<file path="src/core/srg_pkg.sv">
// constants, carrier types and checksum helpers for the serial read checksum and map guard
// How it works
// - enable bit appends checksum after read sequences
// - both checksums use polynomial 0x8005
// - static read: checksum after every register
// - incremental read: checksum only after address 0xF
// - first checksum covers status; later, since previous
// - width select 1 adds sixteen zero bits
// - checksum value independent of output width
// - key 0xA5 at 0xD means unlocked
// - key resets to 0xA5, map starts unlocked
// - locked map ignores writes except key
// - write loop ends at key register
// - map checksum over 0x1..0xF into 0xF
// - unlocked: map checksum zero, not computed
// - flags as ones, checksum field as zeros
// - first map checksum latched as reference
// - recheck every 11 periods against reference
// - mismatch flags status, interrupt register, pin
// - unlock frees pin; copies clear on read
// - error forces pin low in bitstream mode
// - error absent at power-up until locked
// - command 11 incremental, 01 static read
// - interrupt register latched, cleared after read
// - fast start command clears map error
package srg_pkg;
  localparam logic [15:0] CRC_POLY = 16'h8005;
  localparam logic [3:0] CHECK_PERIODS = 4'hb;
  localparam logic [3:0] CHECK_LAST = CHECK_PERIODS - 4'h1;
  localparam logic [3:0] ADDR_DATA = 4'h0;
  localparam logic [3:0] ADDR_WRAP_FIRST = 4'h1;
  localparam logic [3:0] ADDR_SETUP3 = 4'h3;
  localparam logic [3:0] ADDR_IRQ = 4'h5;
  localparam logic [3:0] ADDR_KEY = 4'hd;
  localparam logic [3:0] ADDR_MAPSUM = 4'hf;
  localparam logic [7:0] KEY_OPEN = 8'ha5;
  localparam int CRC_EN_BIT = 0;
  localparam int CRC_WIDE_BIT = 1;
  localparam int MODULATOR_BITSTREAM_OUT_SEL_BIT = 4;
  localparam logic [1:0] CMD_STATIC = 2'h1;
  localparam logic [1:0] CMD_WRITE = 2'h2;
  localparam logic [1:0] CMD_INCR = 2'h3;
  localparam logic [3:0] FAST_START = 4'ha;
  localparam logic [5:0] CNT_BYTE = 6'h08;
  localparam logic [5:0] CNT_WORD = 6'h10;
  localparam logic [5:0] CNT_WIDE = 6'h20;
  localparam logic [2:0] FLAGS_RESET = 3'h1;
  localparam logic [2:0] FLAGS_SUBST = 3'h7;

  typedef enum logic [4:0] {
    ST_IDLE = 5'h01, ST_CMD = 5'h02, ST_READ = 5'h04, ST_CRC = 5'h08, ST_WRITE = 5'h10
  } srg_state_type;

  typedef struct packed {
    logic [3:0] addr;
    logic [7:0] data;
  } srg_wr_type;

  // flags are [2] conversion ready, [1] map error, [0] power-on
  typedef struct packed {
    logic [2:0] sck_s;
    logic [2:0] cs_s;
    logic [1:0] sdi_s;
    srg_state_type st;
    logic [31:0] sh;
    logic [5:0] cnt;
    logic [7:0] cmd;
    logic [3:0] addr;
    logic stat_rd;
    logic wide;
    logic [15:0] crc;
    logic [2:0] wcnt;
    logic [7:0] wbyte;
    logic [15:0][7:0] cfg;
    logic [7:0] div;
    logic [3:0] per;
    logic ref_ok;
    logic [15:0] refsum;
    logic [15:0] mapsum;
    logic map_err;
    logic [2:0] stat_fl;
    logic [2:0] irq_fl;
    logic irq_n;
  } srg_core_type;

  // one serial step, msb first, zero start, no final inversion
  function automatic logic [15:0] crc_bit(input logic [15:0] c, input logic b);
    crc_bit = {c[14:0], 1'b0} ^ ((c[15] ^ b) ? CRC_POLY : 16'h0000);
  endfunction

  function automatic logic [15:0] crc_byte(input logic [15:0] c, input logic [7:0] d);
    logic [15:0] x;
    x = c;
    for (int i = 7; i >= 0; i--) begin
      x = crc_bit(x, d[i]);
    end
    crc_byte = x;
  endfunction
endpackage
</file>
<file path="src/core/srg_guard.sv">
// read checksum insertion, write-protect key and locked map checksum, with its write fifo
`timescale 1ns/1ps

module srg_fifo #(parameter int W = 12, parameter int D = 16) (
  input wire logic mclk,
  input wire logic rst,
  input wire logic in_valid,
  output logic in_ready,
  input wire logic [W-1:0] in_data,
  output logic out_valid,
  input wire logic out_ready,
  output logic [W-1:0] out_data
);
  localparam int AW = $clog2(D);
  typedef struct packed {
    logic [D-1:0][W-1:0] mem;
    logic [AW:0] wp;
    logic [AW:0] rp;
  } srg_fifo_type;
  srg_fifo_type f_r, f_nxt;

  // pointers carry one extra bit so full and empty differ
  assign in_ready = (f_r.wp - f_r.rp) != (AW + 1)'(D);
  assign out_valid = f_r.wp != f_r.rp;
  assign out_data = f_r.mem[f_r.rp[AW-1:0]];

  always_comb begin
    f_nxt = f_r;
    if (in_valid && in_ready) begin
      f_nxt.mem[f_r.wp[AW-1:0]] = in_data;
      f_nxt.wp = f_r.wp + 1'b1;
    end
    if (out_valid && out_ready) begin
      f_nxt.rp = f_r.rp + 1'b1;
    end
  end

  always_ff @(posedge mclk) begin
    if (rst) begin
      f_r <= '0;
    end else begin
      f_r <= f_nxt;
    end
  end
endmodule

module srg_guard import srg_pkg::*; #(
  parameter int MCLK_PER_MODULATOR_CLOCK = 4,
  parameter int FIFO_DEPTH = 16
) (
  input wire logic mclk,
  input wire logic rst,
  input wire logic sck,
  input wire logic cs_n,
  input wire logic sdi,
  output logic sdo,
  output logic sdo_oe,
  output logic irq_n,
  input wire logic mod_bit,
  input wire logic conv_ready_pulse,
  input wire logic [7:0] sample_data,
  output logic map_locked,
  output logic [15:0] map_checksum_value
);
  srg_core_type r, n;
  srg_wr_type push_d, pop_d;
  logic push_v, push_rdy, pop_v, tick, rise, fall, cs_fall, sdi_b, locked, fast, do_ld, crc_on;
  logic [3:0] ld_a;
  logic [15:0] ld_w, fed, cur_sum;

  // map checksum over 0x1..0xF; flags read as ones, checksum field as zeros
  function automatic logic [15:0] map_crc(input logic [15:0][7:0] cfg);
    logic [15:0] x;
    logic [7:0] b;
    x = 16'h0000;
    for (int a = 1; a < 15; a++) begin
      b = cfg[a];
      if (a == int'(ADDR_IRQ)) b[2:0] = FLAGS_SUBST;
      x = crc_byte(x, b);
    end
    map_crc = crc_byte(crc_byte(x, 8'h00), 8'h00);
  endfunction

  // value a read shows; the interrupt register shows flags active low
  function automatic logic [15:0] rd_word(input srg_core_type s, input logic [3:0] a, input logic [7:0] smp);
    case (a)
      ADDR_DATA: rd_word = {8'h00, smp};
      ADDR_IRQ: rd_word = {8'h00, s.cfg[ADDR_IRQ][7:3], ~s.irq_fl};
      ADDR_MAPSUM: rd_word = s.mapsum;
      default: rd_word = {8'h00, s.cfg[a]};
    endcase
  endfunction

  // edges come from the second and third sampling stages only
  assign rise = r.sck_s[1] & ~r.sck_s[2];
  assign fall = ~r.sck_s[1] & r.sck_s[2];
  assign cs_fall = ~r.cs_s[1] & r.cs_s[2];
  assign sdi_b = r.sdi_s[1];
  assign locked = r.cfg[ADDR_KEY] != KEY_OPEN;
  assign crc_on = r.cfg[ADDR_SETUP3][CRC_EN_BIT];
  assign tick = r.div == 8'h00;
  assign cur_sum = map_crc(r.cfg);
  assign push_d = '{addr: r.addr, data: {r.wbyte[6:0], sdi_b}};
  assign sdo = r.sh[31];
  assign sdo_oe = ~r.cs_s[1];
  assign irq_n = r.irq_n;
  assign map_locked = locked;
  assign map_checksum_value = r.mapsum;

  // writes drain one per modulator tick so the map changes in step with the checker
  srg_fifo #(.W($bits(srg_wr_type)), .D(FIFO_DEPTH)) u_fifo (
    .mclk(mclk),
    .rst(rst),
    .in_valid(push_v),
    .in_ready(push_rdy),
    .in_data(push_d),
    .out_valid(pop_v),
    .out_ready(tick),
    .out_data(pop_d)
  );

  always_comb begin
    n = r;
    push_v = 1'b0;
    fast = 1'b0;
    do_ld = 1'b0;
    ld_a = r.addr;
    ld_w = 16'h0000;
    fed = crc_bit(r.crc, r.sh[31]);
    n.sck_s = {r.sck_s[1:0], sck};
    n.cs_s = {r.cs_s[1:0], cs_n};
    n.sdi_s = {r.sdi_s[0], sdi};
    n.div = tick ? 8'(MCLK_PER_MODULATOR_CLOCK - 1) : r.div - 8'h01;
    // lock is judged when the write lands, so a queued key write counts first
    if (tick && pop_v && (pop_d.addr == ADDR_KEY || !locked) &&
        pop_d.addr != ADDR_DATA && pop_d.addr != ADDR_MAPSUM) begin
      n.cfg[pop_d.addr] = pop_d.data;
    end
    // serial side; a raised select aborts whatever is in flight
    if (r.cs_s[1]) begin
      n.st = ST_IDLE;
    end else if (cs_fall) begin
      n.st = ST_CMD;
      n.sh = {5'h00, ~r.stat_fl, 24'h000000};
      n.cnt = CNT_BYTE;
      n.crc = 16'h0000;
    end else if (rise && r.st == ST_CMD) begin
      n.cmd = {r.cmd[6:0], sdi_b};
    end else if (rise && r.st == ST_WRITE) begin
      n.wbyte = {r.wbyte[6:0], sdi_b};
      n.wcnt = r.wcnt + 3'h1;
      if (r.wcnt == 3'h7) begin
        push_v = 1'b1; // byte is lost when the fifo is full
        n.addr = (r.addr == ADDR_KEY) ? ADDR_WRAP_FIRST : r.addr + 4'h1;
      end
    end else if (fall && (r.st == ST_CMD || r.st == ST_READ || r.st == ST_CRC)) begin
      n.sh = {r.sh[30:0], 1'b0};
      n.cnt = r.cnt - 6'h01;
      if (r.st != ST_CRC) n.crc = fed;
      if (r.cnt == 6'h01) begin
        case (r.st)
          ST_CMD: begin
            n.stat_fl = 3'h0;
            n.addr = r.cmd[5:2];
            n.stat_rd = r.cmd[1:0] == CMD_STATIC;
            n.wcnt = 3'h0;
            case (r.cmd[1:0])
              CMD_STATIC, CMD_INCR: begin
                n.st = ST_READ;
                do_ld = 1'b1;
                ld_a = r.cmd[5:2];
              end
              CMD_WRITE: n.st = ST_WRITE;
              default: begin
                n.st = ST_IDLE;
                fast = r.cmd[5:2] == FAST_START;
              end
            endcase
          end
          ST_READ: begin
            if (r.addr == ADDR_IRQ) n.irq_fl = 3'h0;
            if (crc_on && (r.stat_rd || r.addr == ADDR_MAPSUM)) begin
              n.st = ST_CRC;
              n.wide = r.cfg[ADDR_SETUP3][CRC_WIDE_BIT];
              n.sh = {fed, 16'h0000};
              n.cnt = r.cfg[ADDR_SETUP3][CRC_WIDE_BIT] ? CNT_WIDE : CNT_WORD;
              n.crc = 16'h0000;
            end else begin
              do_ld = 1'b1;
              ld_a = r.stat_rd ? r.addr : r.addr + 4'h1;
            end
          end
          default: begin
            n.st = ST_READ;
            do_ld = 1'b1;
            ld_a = r.stat_rd ? r.addr : r.addr + 4'h1;
          end
        endcase
      end
    end
    // fast start clears the error before the checker runs, so a mismatch in the same cycle still sets it
    if (fast) n.map_err = 1'b0;
    // map checker; unlocking wipes reference, value and error
    if (!locked) begin
      n.per = 4'h0;
      n.ref_ok = 1'b0;
      n.mapsum = 16'h0000;
      n.map_err = 1'b0;
    end else if (tick) begin
      n.per = (r.per == CHECK_LAST) ? 4'h0 : r.per + 4'h1;
      if (r.per == CHECK_LAST) begin
        n.mapsum = cur_sum;
        if (!r.ref_ok) begin
          n.ref_ok = 1'b1;
          n.refsum = cur_sum;
        end else if (cur_sum != r.refsum) begin
          n.map_err = 1'b1;
        end
      end
    end
    // new events win over a clear in the same cycle
    n.stat_fl = n.stat_fl | {conv_ready_pulse, r.map_err, 1'b0};
    n.irq_fl = n.irq_fl | {conv_ready_pulse, r.map_err, 1'b0};
    n.irq_n = (r.cfg[ADDR_IRQ][MODULATOR_BITSTREAM_OUT_SEL_BIT] ? mod_bit : 1'b1) & ~n.map_err;
    // each register value is latched as its first bit goes out
    if (do_ld) begin
      n.addr = ld_a;
      ld_w = rd_word(n, ld_a, sample_data);
      n.sh = (ld_a == ADDR_MAPSUM) ? {ld_w, 16'h0000} : {ld_w[7:0], 24'h000000};
      n.cnt = (ld_a == ADDR_MAPSUM) ? CNT_WORD : CNT_BYTE;
    end
  end

  always_ff @(posedge mclk) begin
    if (rst) begin
      r <= '0;
      r.st <= ST_IDLE;
      r.cs_s <= 3'h7;
      r.cfg[ADDR_KEY] <= KEY_OPEN;
      r.stat_fl <= FLAGS_RESET;
      r.irq_fl <= FLAGS_RESET;
      r.irq_n <= 1'b1;
    end else begin
      r <= n;
    end
  end

  localparam int FIRST_MAX = int'(CHECK_PERIODS) * MCLK_PER_MODULATOR_CLOCK + 2;
endmodule

</file>
<file path="config.mk">
export PLATFORM = sky130hd
export DESIGN_NAME = srg_guard
export DESIGN_NICKNAME = d
export VERILOG_FILES = /design/src/core/srg_pkg.sv /design/src/core/srg_guard.sv
export SDC_FILE = /design/constraint.sdc
export NUM_CORES = 1
export LEC_CHECK = 0
export ABC_AREA = 1
export BUFFER_PORTS_ARGS = -buffer_cell sky130_fd_sc_hd__buf_2
export CAP_MARGIN = 20
export CORE_UTILIZATION = 46
export DETAILED_ROUTE_END_ITERATION = 6
export PLACE_DENSITY_LB_ADDON = 0.05
export SYNTH_ARGS = -nofsm -noshare
export SYNTH_HDL_FRONTEND = slang
export SYNTH_SLANG_ARGS = --single-unit
</file>
<file path="constraint.sdc">
create_clock -name mclk -period 12.37 [get_ports mclk]
set_input_delay 0.6185 -clock mclk [delete_from_list [all_inputs] [get_ports mclk]]
set_output_delay 0.6185 -clock mclk [all_outputs]
set_load 0.03 [all_outputs]
</file>
After elaboration in Yosys (flattened, before gate mapping)
Index checks and enable logic that the tools add are counted.

word-level totals
  input bits = 15
  output and inout port bits = 20
  word-level logic and storage cells = 634
  register bits after elaboration = 475

cells by class
  multiplexer cells = 229
  reductions and logical operators = 46
  add/subtract/negate cells = 8
  magnitude comparators = 6
  bitwise logic cells = 254
  eq/ne operators = 33

operators with widths
  operator                                     number
  16-bit 2-to-1 mux                            136
  16-bit bitwise XOR                           128
  40-bit 2-to-1 mux                            5
  192-bit bitwise mux                          1
  128-bit bitwise mux                          1
  128-bit 2-to-1 mux                           1
  1-bit bitwise XOR                            109
  17-bit 2-to-1 mux                            5
  79-bit 2-to-1 mux                            1
  38-bit 2-to-1 mux                            2
  4-bit 2-to-1 mux                             14
  25-bit 2-to-1 mux                            2
  12-bit binary-select mux with 4-bit select   1
  12-bit demux with 4-bit select               1
  16-bit case mux with 3 select lines          1
  43-bit 2-to-1 mux                            1
  6-bit 2-to-1 mux                             7
  33-bit 2-to-1 mux                            1
  8-bit binary-select mux with 4-bit select    1
  8-bit demux with 4-bit select                1
  32-bit 2-to-1 mux                            1
  8-bit 2-to-1 mux                             4
  1-bit 2-to-1 mux                             25
  4-bit equality test (second input constant)  6
  other kinds (58)                             121

Longest topological paths before layout
Gate-level depths: netlist (run 1).

  depth in word-level cells = 372
  mapped depth = 122
  gate-level depth less buffers = 122

Hierarchy
From an unflattened synthesis (run 1), not the netlist that was laid out.

second synthesis, totals
  cells, all modules = 4,441
  area, all modules = 28,361.0 um^2

modules (own cells, without submodules)
  module     area an instance (um^2)  sequential area each (um^2)  cells an instance  instances
  srg_guard  16,673.5                 5,345.1                      2,504              1
  srg_fifo   11,687.5                 4,043.9                      1,937              1

Worst setup path before layout (run 1)
Ideal clock, no wire load.

  kind = reg-to-reg
  start point = register r[67] in the netlist's numbering
  end point = register irq_n (netlist name)
  cell stages (with the launch flop) = 92
  required time = 12.304 ns
  setup time = 0.066 ns
  buffers on the path = 0
  arrival time = 9.483 ns
  period minus slack after synthesis = 9.550 ns
  setup slack = 2.820 ns
  cells stage by stage = dfxtp_1 inv_1 nand2_1 nand2_1 xor2_2 nand3b_1 nand2_1 nand3_1 nand2_1 nand2_2 nand2_2 nand2_4 nand2_2 nand2_1 nand2_1 nand2_2 nand3_2 nand2_1 [... 56 more ...] inv_1 xor2_1 xor2_1 xor2_1 xor2_1 xnor2_1 or2_1 nand2_4 inv_2 nand2_1 nand2_2 nand2_1 nand2_2 xor2_1 nand4_1 nand2_1 nand2_1 a21oi_2

on the way
  cells in the longest elaborated chain, start to end = 370

RTL lines
  item                    RTL line          RTL
  from (decl)             srg_guard.sv:65   srg_core_type r, n;
  from (signal assigned)  srg_guard.sv:244  r <= n;
  1-bit bitwise XOR (*)   srg_pkg.sv:88     crc_bit = {c[14:0], 1'b0} ^ ((c[15] ^ b) ? CRC_POLY : 16'h0000);
  16-bit 2-to-1 mux (*)   srg_pkg.sv:88
  16-bit bitwise XOR (*)  srg_pkg.sv:88
  1-bit bitwise XOR       srg_pkg.sv:88
  16-bit 2-to-1 mux       srg_pkg.sv:88
  16-bit bitwise XOR (*)  srg_pkg.sv:88
  1-bit bitwise XOR       srg_pkg.sv:88
  16-bit 2-to-1 mux       srg_pkg.sv:88
  [... 354 more ...]      n/a
  16-bit != test (*)      srg_guard.sv:216  end else if (cur_sum != r.refsum) begin
  1-bit 2-to-1 mux (*)    srg_guard.sv:216
  1-bit 2-to-1 mux (*)    srg_guard.sv:213  if (!r.ref_ok) begin
  17-bit 2-to-1 mux (*)   srg_guard.sv:211  if (r.per == CHECK_LAST) begin
  17-bit 2-to-1 mux (*)   srg_guard.sv:209  end else if (tick) begin
  17-bit 2-to-1 mux (*)   srg_guard.sv:204  if (!locked) begin
  1-bit NOT (*)           srg_guard.sv:224  n.irq_n = (r.cfg[ADDR_IRQ][MODULATOR_BITSTREAM_OUT_SEL_BIT] ? mod_bit : 1'b1) & ~n.map_err;
  1-bit bitwise AND (*)   srg_guard.sv:224

Mark *: on every way between the ends. The rest lies on a longest branch, timed or not.
A chain may end at the register's enable or synchronous reset.

Worst setup path in the final report (run 1)
  start point = register r[73] in the netlist's numbering
  end point = register r[256] in the netlist's numbering

on the way
  cells in the longest elaborated chain, start to end = 336
  elaborated cells on any way between the ends = 340
  those cells by class = 125 x mux; 215 x bitwise

RTL lines
  item                                     RTL line          RTL
  1-bit bitwise XOR                        srg_pkg.sv:88
  16-bit 2-to-1 mux                        srg_pkg.sv:88
  16-bit bitwise XOR                       srg_pkg.sv:88
  1-bit bitwise XOR                        srg_pkg.sv:88
  16-bit 2-to-1 mux                        srg_pkg.sv:88
  16-bit bitwise XOR                       srg_pkg.sv:88
  1-bit bitwise XOR                        srg_pkg.sv:88
  16-bit 2-to-1 mux                        srg_pkg.sv:88
  [... 318 more ...]                       n/a
  16-bit 2-to-1 mux                        srg_pkg.sv:88
  16-bit bitwise XOR (3 in a row)          srg_pkg.sv:88
  17-bit 2-to-1 mux                        srg_guard.sv:211
  17-bit 2-to-1 mux                        srg_guard.sv:209
  17-bit 2-to-1 mux                        srg_guard.sv:204
  16-bit case mux with 3 select lines (*)  srg_guard.sv:86   case (a)
  32-bit 2-to-1 mux (*)                    srg_guard.sv:229  n.sh = (ld_a == ADDR_MAPSUM) ? {ld_w, 16'h0000} : {ld_w[7:0], 24'h000000};
  38-bit 2-to-1 mux (*)                    srg_guard.sv:226  if (do_ld) begin

Mark *: on every way between the ends. The rest lies on a longest branch, timed or not. The select of a mux whose other input is x is not followed.

==> metrics.md, run 1 <==
| Metric | Value |
|---|---|
| Mapped Avg Cell Area | 7.05 sq um |
| Io pins | 35 |
| Setup ws final | 1.34 ns |
| Top FF cell, synth | dfxtp_1 |
| Hold-fix buffers, CTS | 0 |
| Yosys top cell by area | dfxtp_1 |
| Final min period | approximately 11 ns |
| Total negative slack | 0 ns |
| Ant diodes | 0 |
| Met2 Use GR | 47.2% |
| Post-synth ARST share | 0% |
| Routed wire length | 80600 um |
| Levels on crit path | 105 |
| CTS tree | yes |
| Syn. warnings | 0 |
| Initial Util | between 40% and 50% |
| Most Used Layer, Global Route | met2 |
| Fraction of layout cells with a size suffix above 1 | roughly 9.0% |
| Clock Sinks | 467 |
| Critical Path Start | r[73] |
| Critical path type | flop to flop |
| Worst Max-Slew Pin Slew | around 1.0 ns |
| Antenna viol nets, final | 0 |
| Initial antenna violation count | 1 |
| Net Count, Synth | 3607 |
| Clock Tree Root | clkbuf_16 |
| Top-area cell type share of the netlist area | 37.1% |
| Longest Clk Path Bufs | 3 |
| Cell Area, Placed | 25900 sq um |
| M3 GR Usage | 3.24% |
| DIE HEIGHT | approximately 240 um |
| Met1 Use GR | 37.1% |
| Final Hold Vio Count | 0 |
| Pleak | 10.9 nW |
| Vias in the first global route | 21600 |
| Status | finished, final reports clean |
| Total CTS buffers | 50 |
| Final Max Tran Viols | 0 |
| Critical Path RT | 12.89 ns |
| Drt first pass iters | 5 |
| Hold_sp | cs_n |
| Synth Register Bits | around 470 |
| Via-to-Cell Ratio | about 5.5 |
| Hold Crit Depth | 2 |
| Power per cell area | 114 nW/um^2 |
| Distinct cells, synth | 52 |
| Rows | 85 |
| Placed Cells | 4153 |
| Mapped Area | 25200 sq um |
| Reg-to-reg startpoint | r[73] |
| Max capacitance violation total | 0 |
| Design area | between 20000 and 30000 sq um |
| Fmax | 0.0907 GHz |
| Drt first-iter violations | 1853 |
| Area Overhead vs Synth | 10.3% |
| Hold Path Sink | n[268] |
| DP Worst Slack | 1.09 ns |
| Via count | 23500 |
| Total grt overflow | 0 |
| Commonest cells post-synth | dfxtp_1, nand2_1, inv_1 |
| Slew HR | 30.0% |
| Core area | 54000 sq um |
| Most frequent cell after synthesis | dfxtp_1 |
| I/O Buffers | 34 |
| Final Non-Filler Cells | 4254 |
| Final setup fails | 0 |
| Number of synthesized flops with an enable pin | 0 |
| Synth top area cells | dfxtp_1, a21oi_1, nand2_1 |
| Peak per-stage delay on the critical path | 0.40 ns |
| Gpl congestion | approximately 0.9 |
| Max Clock Skew | approximately 0.017 ns |
| Final net count | 3553 |
| Worst vdd ir | 0.105 mV |
| Post-route clock period utilization | 89.2% |
| FF-to-FF setup slack | 1.34 ns |
| Critical path buffers and inverters | 2 |
| DIE AREA | roughly 56000 sq um |
| Seq/Total Area, Yosys | 37.1% |
| WP data arrival | around 12 ns |
| Critical-path top delay cell | xnor3_1 |
| Die width | 236 um |
| Worst R2R Path Depth | 105 |
| CTS clk-pin slew, worst paths | approximately 0.060 ns |
| Worst hold margin | 0.216 ns |
| Tot Pwr | between 3 and 4 mW |
| DRC Markers | 0 |
| Global-route wire length before repair | between 100000 and 150000 um |
| R2r endpoint | r[256] |
| Tot GR Track Use | 28.3% |
| Crit path max fanout | 6 |
| Final design utilization | between 50% and 60% |
| Min-delay worst type | input pin to flop |
| Clk_lat worst skew | a little under 0.6 ns |
| WL/cell | 19.0 um |
| Top cell by count, worst path | nand2_1 |
| CP startpoint kind | flop |
| CP endpoint kind | flop |
| H-Tree Depth | 2 |
| Placed wire-length estimate | 56100 um |
| Critical path's top delay family | simple AND/OR/NAND/NOR gates |
| Post-Synthesis Cells | 3576 |
| Largest net degree at the start of global routing | 140 |
[worst max path at each step]
stage                         to  slack, ns
after global placement    r[253]       1.69
after floorplan            irq_n       2.82
after global routing      r[256]      -0.04
after detailed placement  r[244]       1.09
after CTS                 r[244]       1.03
final                     r[256]       1.34
[cell usage in the layout, fill, tap and decap left out, drive strengths merged, types with 33 or more instances in the layout]
cell type	instances
inv	444
o21a	75
dfxtp	467
a21oi	417
nand2	497
a211oi	45
buf	86
xor2	169
xnor2	57
o211ai	33
o21ai	345
nor2	400
clkbuf	80
nand3	196
[cell type report]
cell class | instances | area [sq um]
flip-flops and latches | 467 | 9360
multi-input cells | 2457 | 13600
clock inverters | 8 | 95.1
clock buffers | 80 | 1590
repair buffers | 86 | 583
inverters | 460 | 1730
well taps | 696 | 871
fillers | 5426 | 26200
[state kept, by name, summed over array words and instances (netlist names)]
name and cells:
n 5, sdo 1, irq_n 1, map_checksum_value 16, push_d 12, u_fifo.f_r 202, r 229, crc_on 1
[timing repair]
action                     in CTS  in global routing
gates resized for setup         0                 44
buffers inserted                0                 10
setup endpoints to repair       0                 14
[cells by family after synthesis]
group / share of synthesized area (%)
and+or+nand+nor: 20.6
AOI/OAI and AO/OA: 22.6
buffers and inverters: 9.94
DFF: 37.1
xor gates and xnor gates: 8.68
adders and majority gates: 0.794
muxes: 0.357
[per-layer routing]
layer / part of all wire [%] / wire length, um
met5: 0 / 0
met4: 4.0 / 3230
met3: 4.8 / 3870
met2: 47 / 37800
met1: 44 / 35700
[where the power goes]
group,leakage [nW],switching [mW],total [mW],internal [mW]
combinational,6.34,0.0756,0.105,0.0294
clock,0.825,0.631,1.54,0.914
sequential,3.77,0.00819,1.52,1.52
total,10.9,0.715,3.17,2.46
Power figures use the tool's default switching activity.
==> run 2: changes to the inputs <==
--- a/config.mk
+++ b/config.mk
@@ -8,8 +8,10 @@
 export ABC_AREA = 1
 export BUFFER_PORTS_ARGS = -buffer_cell sky130_fd_sc_hd__buf_2
 export CAP_MARGIN = 20
+export CORE_MARGIN = 3
 export CORE_UTILIZATION = 46
 export DETAILED_ROUTE_END_ITERATION = 6
+export GPL_TIMING_DRIVEN = 0
 export PLACE_DENSITY_LB_ADDON = 0.05
 export SYNTH_ARGS = -nofsm -noshare
 export SYNTH_HDL_FRONTEND = slang
==> metrics.md, run 2 (same netlist as run 1, synthesis figures left out) <==
| Metric | Value |
|---|---|
| Drt first pass iters | 7 |
| Die width | around 240 um |
| Most frequent cells in the layout | dfxtp_1, nand2_1, inv_1 |
| Peak per-stage delay on the critical path | between 0.5 and 0.6 ns |
| Clock Sinks | 467 |
| Slew HR | between 10% and 20% |
| Final Max Tran Viols | 0 |
| Fmax | between 0.08 and 0.09 GHz |
| Design area | 28300 sq um |
| DIE AREA | around 58000 sq um |
| Total grt overflow | 0 |
| Clock Tree Root | clkbuf_16 |
| Drt first-iter violations | 2011 |
| Min-delay worst type | input pin to flop |
| H-Tree Depth | 2 |
| Gpl congestion | 0.946 |
| Max capacitance violation total | 0 |
| Clk_lat worst skew | roughly 0.62 ns |
| Vias in the first global route | 23300 |
| Rows | 85 |
| Via-to-Cell Ratio | 5.63 |
| Critical path type | flop to flop |
| Max reg flops | ~230 |
| Placed Cells | 4311 |
| CP startpoint kind | flop |
| Setup ws final | 1.14 ns |
| Final Hold Vio Count | 0 |
| Status | finished, final reports clean |
| Worst Max-Slew Pin Slew | 1.23 ns |
| Pleak | 11.1 nW |
| CTS tree | yes |
| Cell Area, Placed | 26300 sq um |
| Critical path buffers and inverters | 5 |
| Final net count | 3709 |
| Total CTS buffers | 53 |
| Reg power frac | 46.6% |
| Post-route clock period utilization | 90.7% |
| DP Worst Slack | 0.596 ns |
| Internal Power | 2.51 mW |
| Leading cell type in the layout, fill and taps excluded | dfxtp_1 |
| Io pins | 35 |
| Longest Clk Path Bufs | 3 |
| Global-route wire length before repair | 139000 um |
| Critical-path top delay cell | xor2_1 |
| Psw | 763 uW |
| CTS clk-pin slew, worst paths | 0.06 ns |
| Tot GR Track Use | 31.8% |
| Combinational share of power | 3.8% |
| Antenna viol nets, final | 0 |
| Core area | 54000 sq um |
| Final setup fails | 0 |
| DRC Markers | 0 |
| Fraction of layout cells with a size suffix above 1 | 7.45% |
| DIE HEIGHT | roughly 240 um |
| Hold-fix buffers, CTS | 0 |
| Largest Register | r |
| Routed wire length | 94000 um |
| WP data arrival | 11.70 ns |
| Via count | 24900 |
| I/O Buffers | 33 |
| Final design utilization | 52.4% |
| Initial Util | 46.7% |
| WL/cell | around 21 um |
| Area Overhead vs Synth | 12.2% |
| Max Clock Skew | 0.0215 ns |
| Placed wire-length estimate | 72500 um |
| Crit path max fanout | 6 |
| Final Non-Filler Cells | around 4400 |
| Largest net degree at the start of global routing | 14 |
| Top cell by count, worst path | nand2_1 |
| Power per cell area | 116 nW/um^2 |
| Worst vdd ir | roughly 0.10 mV |
| Sw Ratio | 23.3% |
| Clock power share | ~50% |
| Critical Path RT | 12.84 ns |
| Initial antenna violation count | 0 |
| Final min period | around 11 ns |
| Critical path's top delay family | simple AND/OR/NAND/NOR gates |
| CP endpoint kind | flop |
==> run 2: cell count changes in the layout (fill, tap and decap cells not counted), moves of 4 or more <==
cell / before / now
clkbuf_1: 11 / 175
bufinv_16: 2 / 6
nor2_2: 6 / 0
buf_1: 0 / 14
clkbuf_8: 16 / 6
nand3_2: 27 / 19
buf_4: 51 / 27
nand3_1: 165 / 172
dfxtp_1: 459 / 465
clkinv_2: 4 / 12
nor2_1: 394 / 400
dfxtp_2: 8 / 2
==> run 2: path summary, 6_finish.rpt <==
check	from	end	slack [ns]	cells past startpoint
setup / recovery	r[68]	r[250]	1.14	82
hold reg to reg	n[266]	push_d[0]	0.40	2
setup reg to reg	r[68]	r[250]	1.14	82
hold / removal	cs_n	n[268]	0.20	2
==> run 2: timing repair <==
item,CTS,global route
resized for setup,0,38
setup endpoints to repair,0,17
buffers inserted,0,7
==> run 2: power by group through the flow <==
stage,Combinational [mW],Sequential (mW),Clock [mW]
after global routing,0.135,1.52,1.70
after detailed placement,0.121,1.56,0
after global placement,0.118,1.56,0
final,0.124,1.52,1.62
after floorplan,0.0757,1.55,0
after CTS,0.122,1.52,1.63
==> run 2: final cells by class <==
class | count | area (sq um)
Antenna cell | 1 | 2.50
Buffer | 192 | 781
Clock buffer | 73 | 1480
Clock inverter | 21 | 273
Fill cell | 5429 | 25700
Inverter | 460 | 1730
Multi-Input combinational cell | 2457 | 13500
Sequential cell | 467 | 9350
Tap cell | 696 | 871
Timing Repair Buffer | 47 | 269
==> run 2: per-stage QoR <==
stage | setup TNS [ns] | hold slack, ns | power (mW)
final | 0 | 0.197 | 3.27
after global routing | -0.107 | 0.194 | 3.35
after CTS | 0 | 0.180 | 3.28
after detailed placement | 0 | 0.398 | 1.68
after global placement | 0 | 0.391 | 1.67
after floorplan | 0 | 0.388 | 1.63
==> run 2: per-layer routing <==
metal	track usage (%)	part of all wire [%]
met2	52.8	46
met3	4.45	6.5
met1	41.0	42
met4	15.1	5.1
met5	0	0
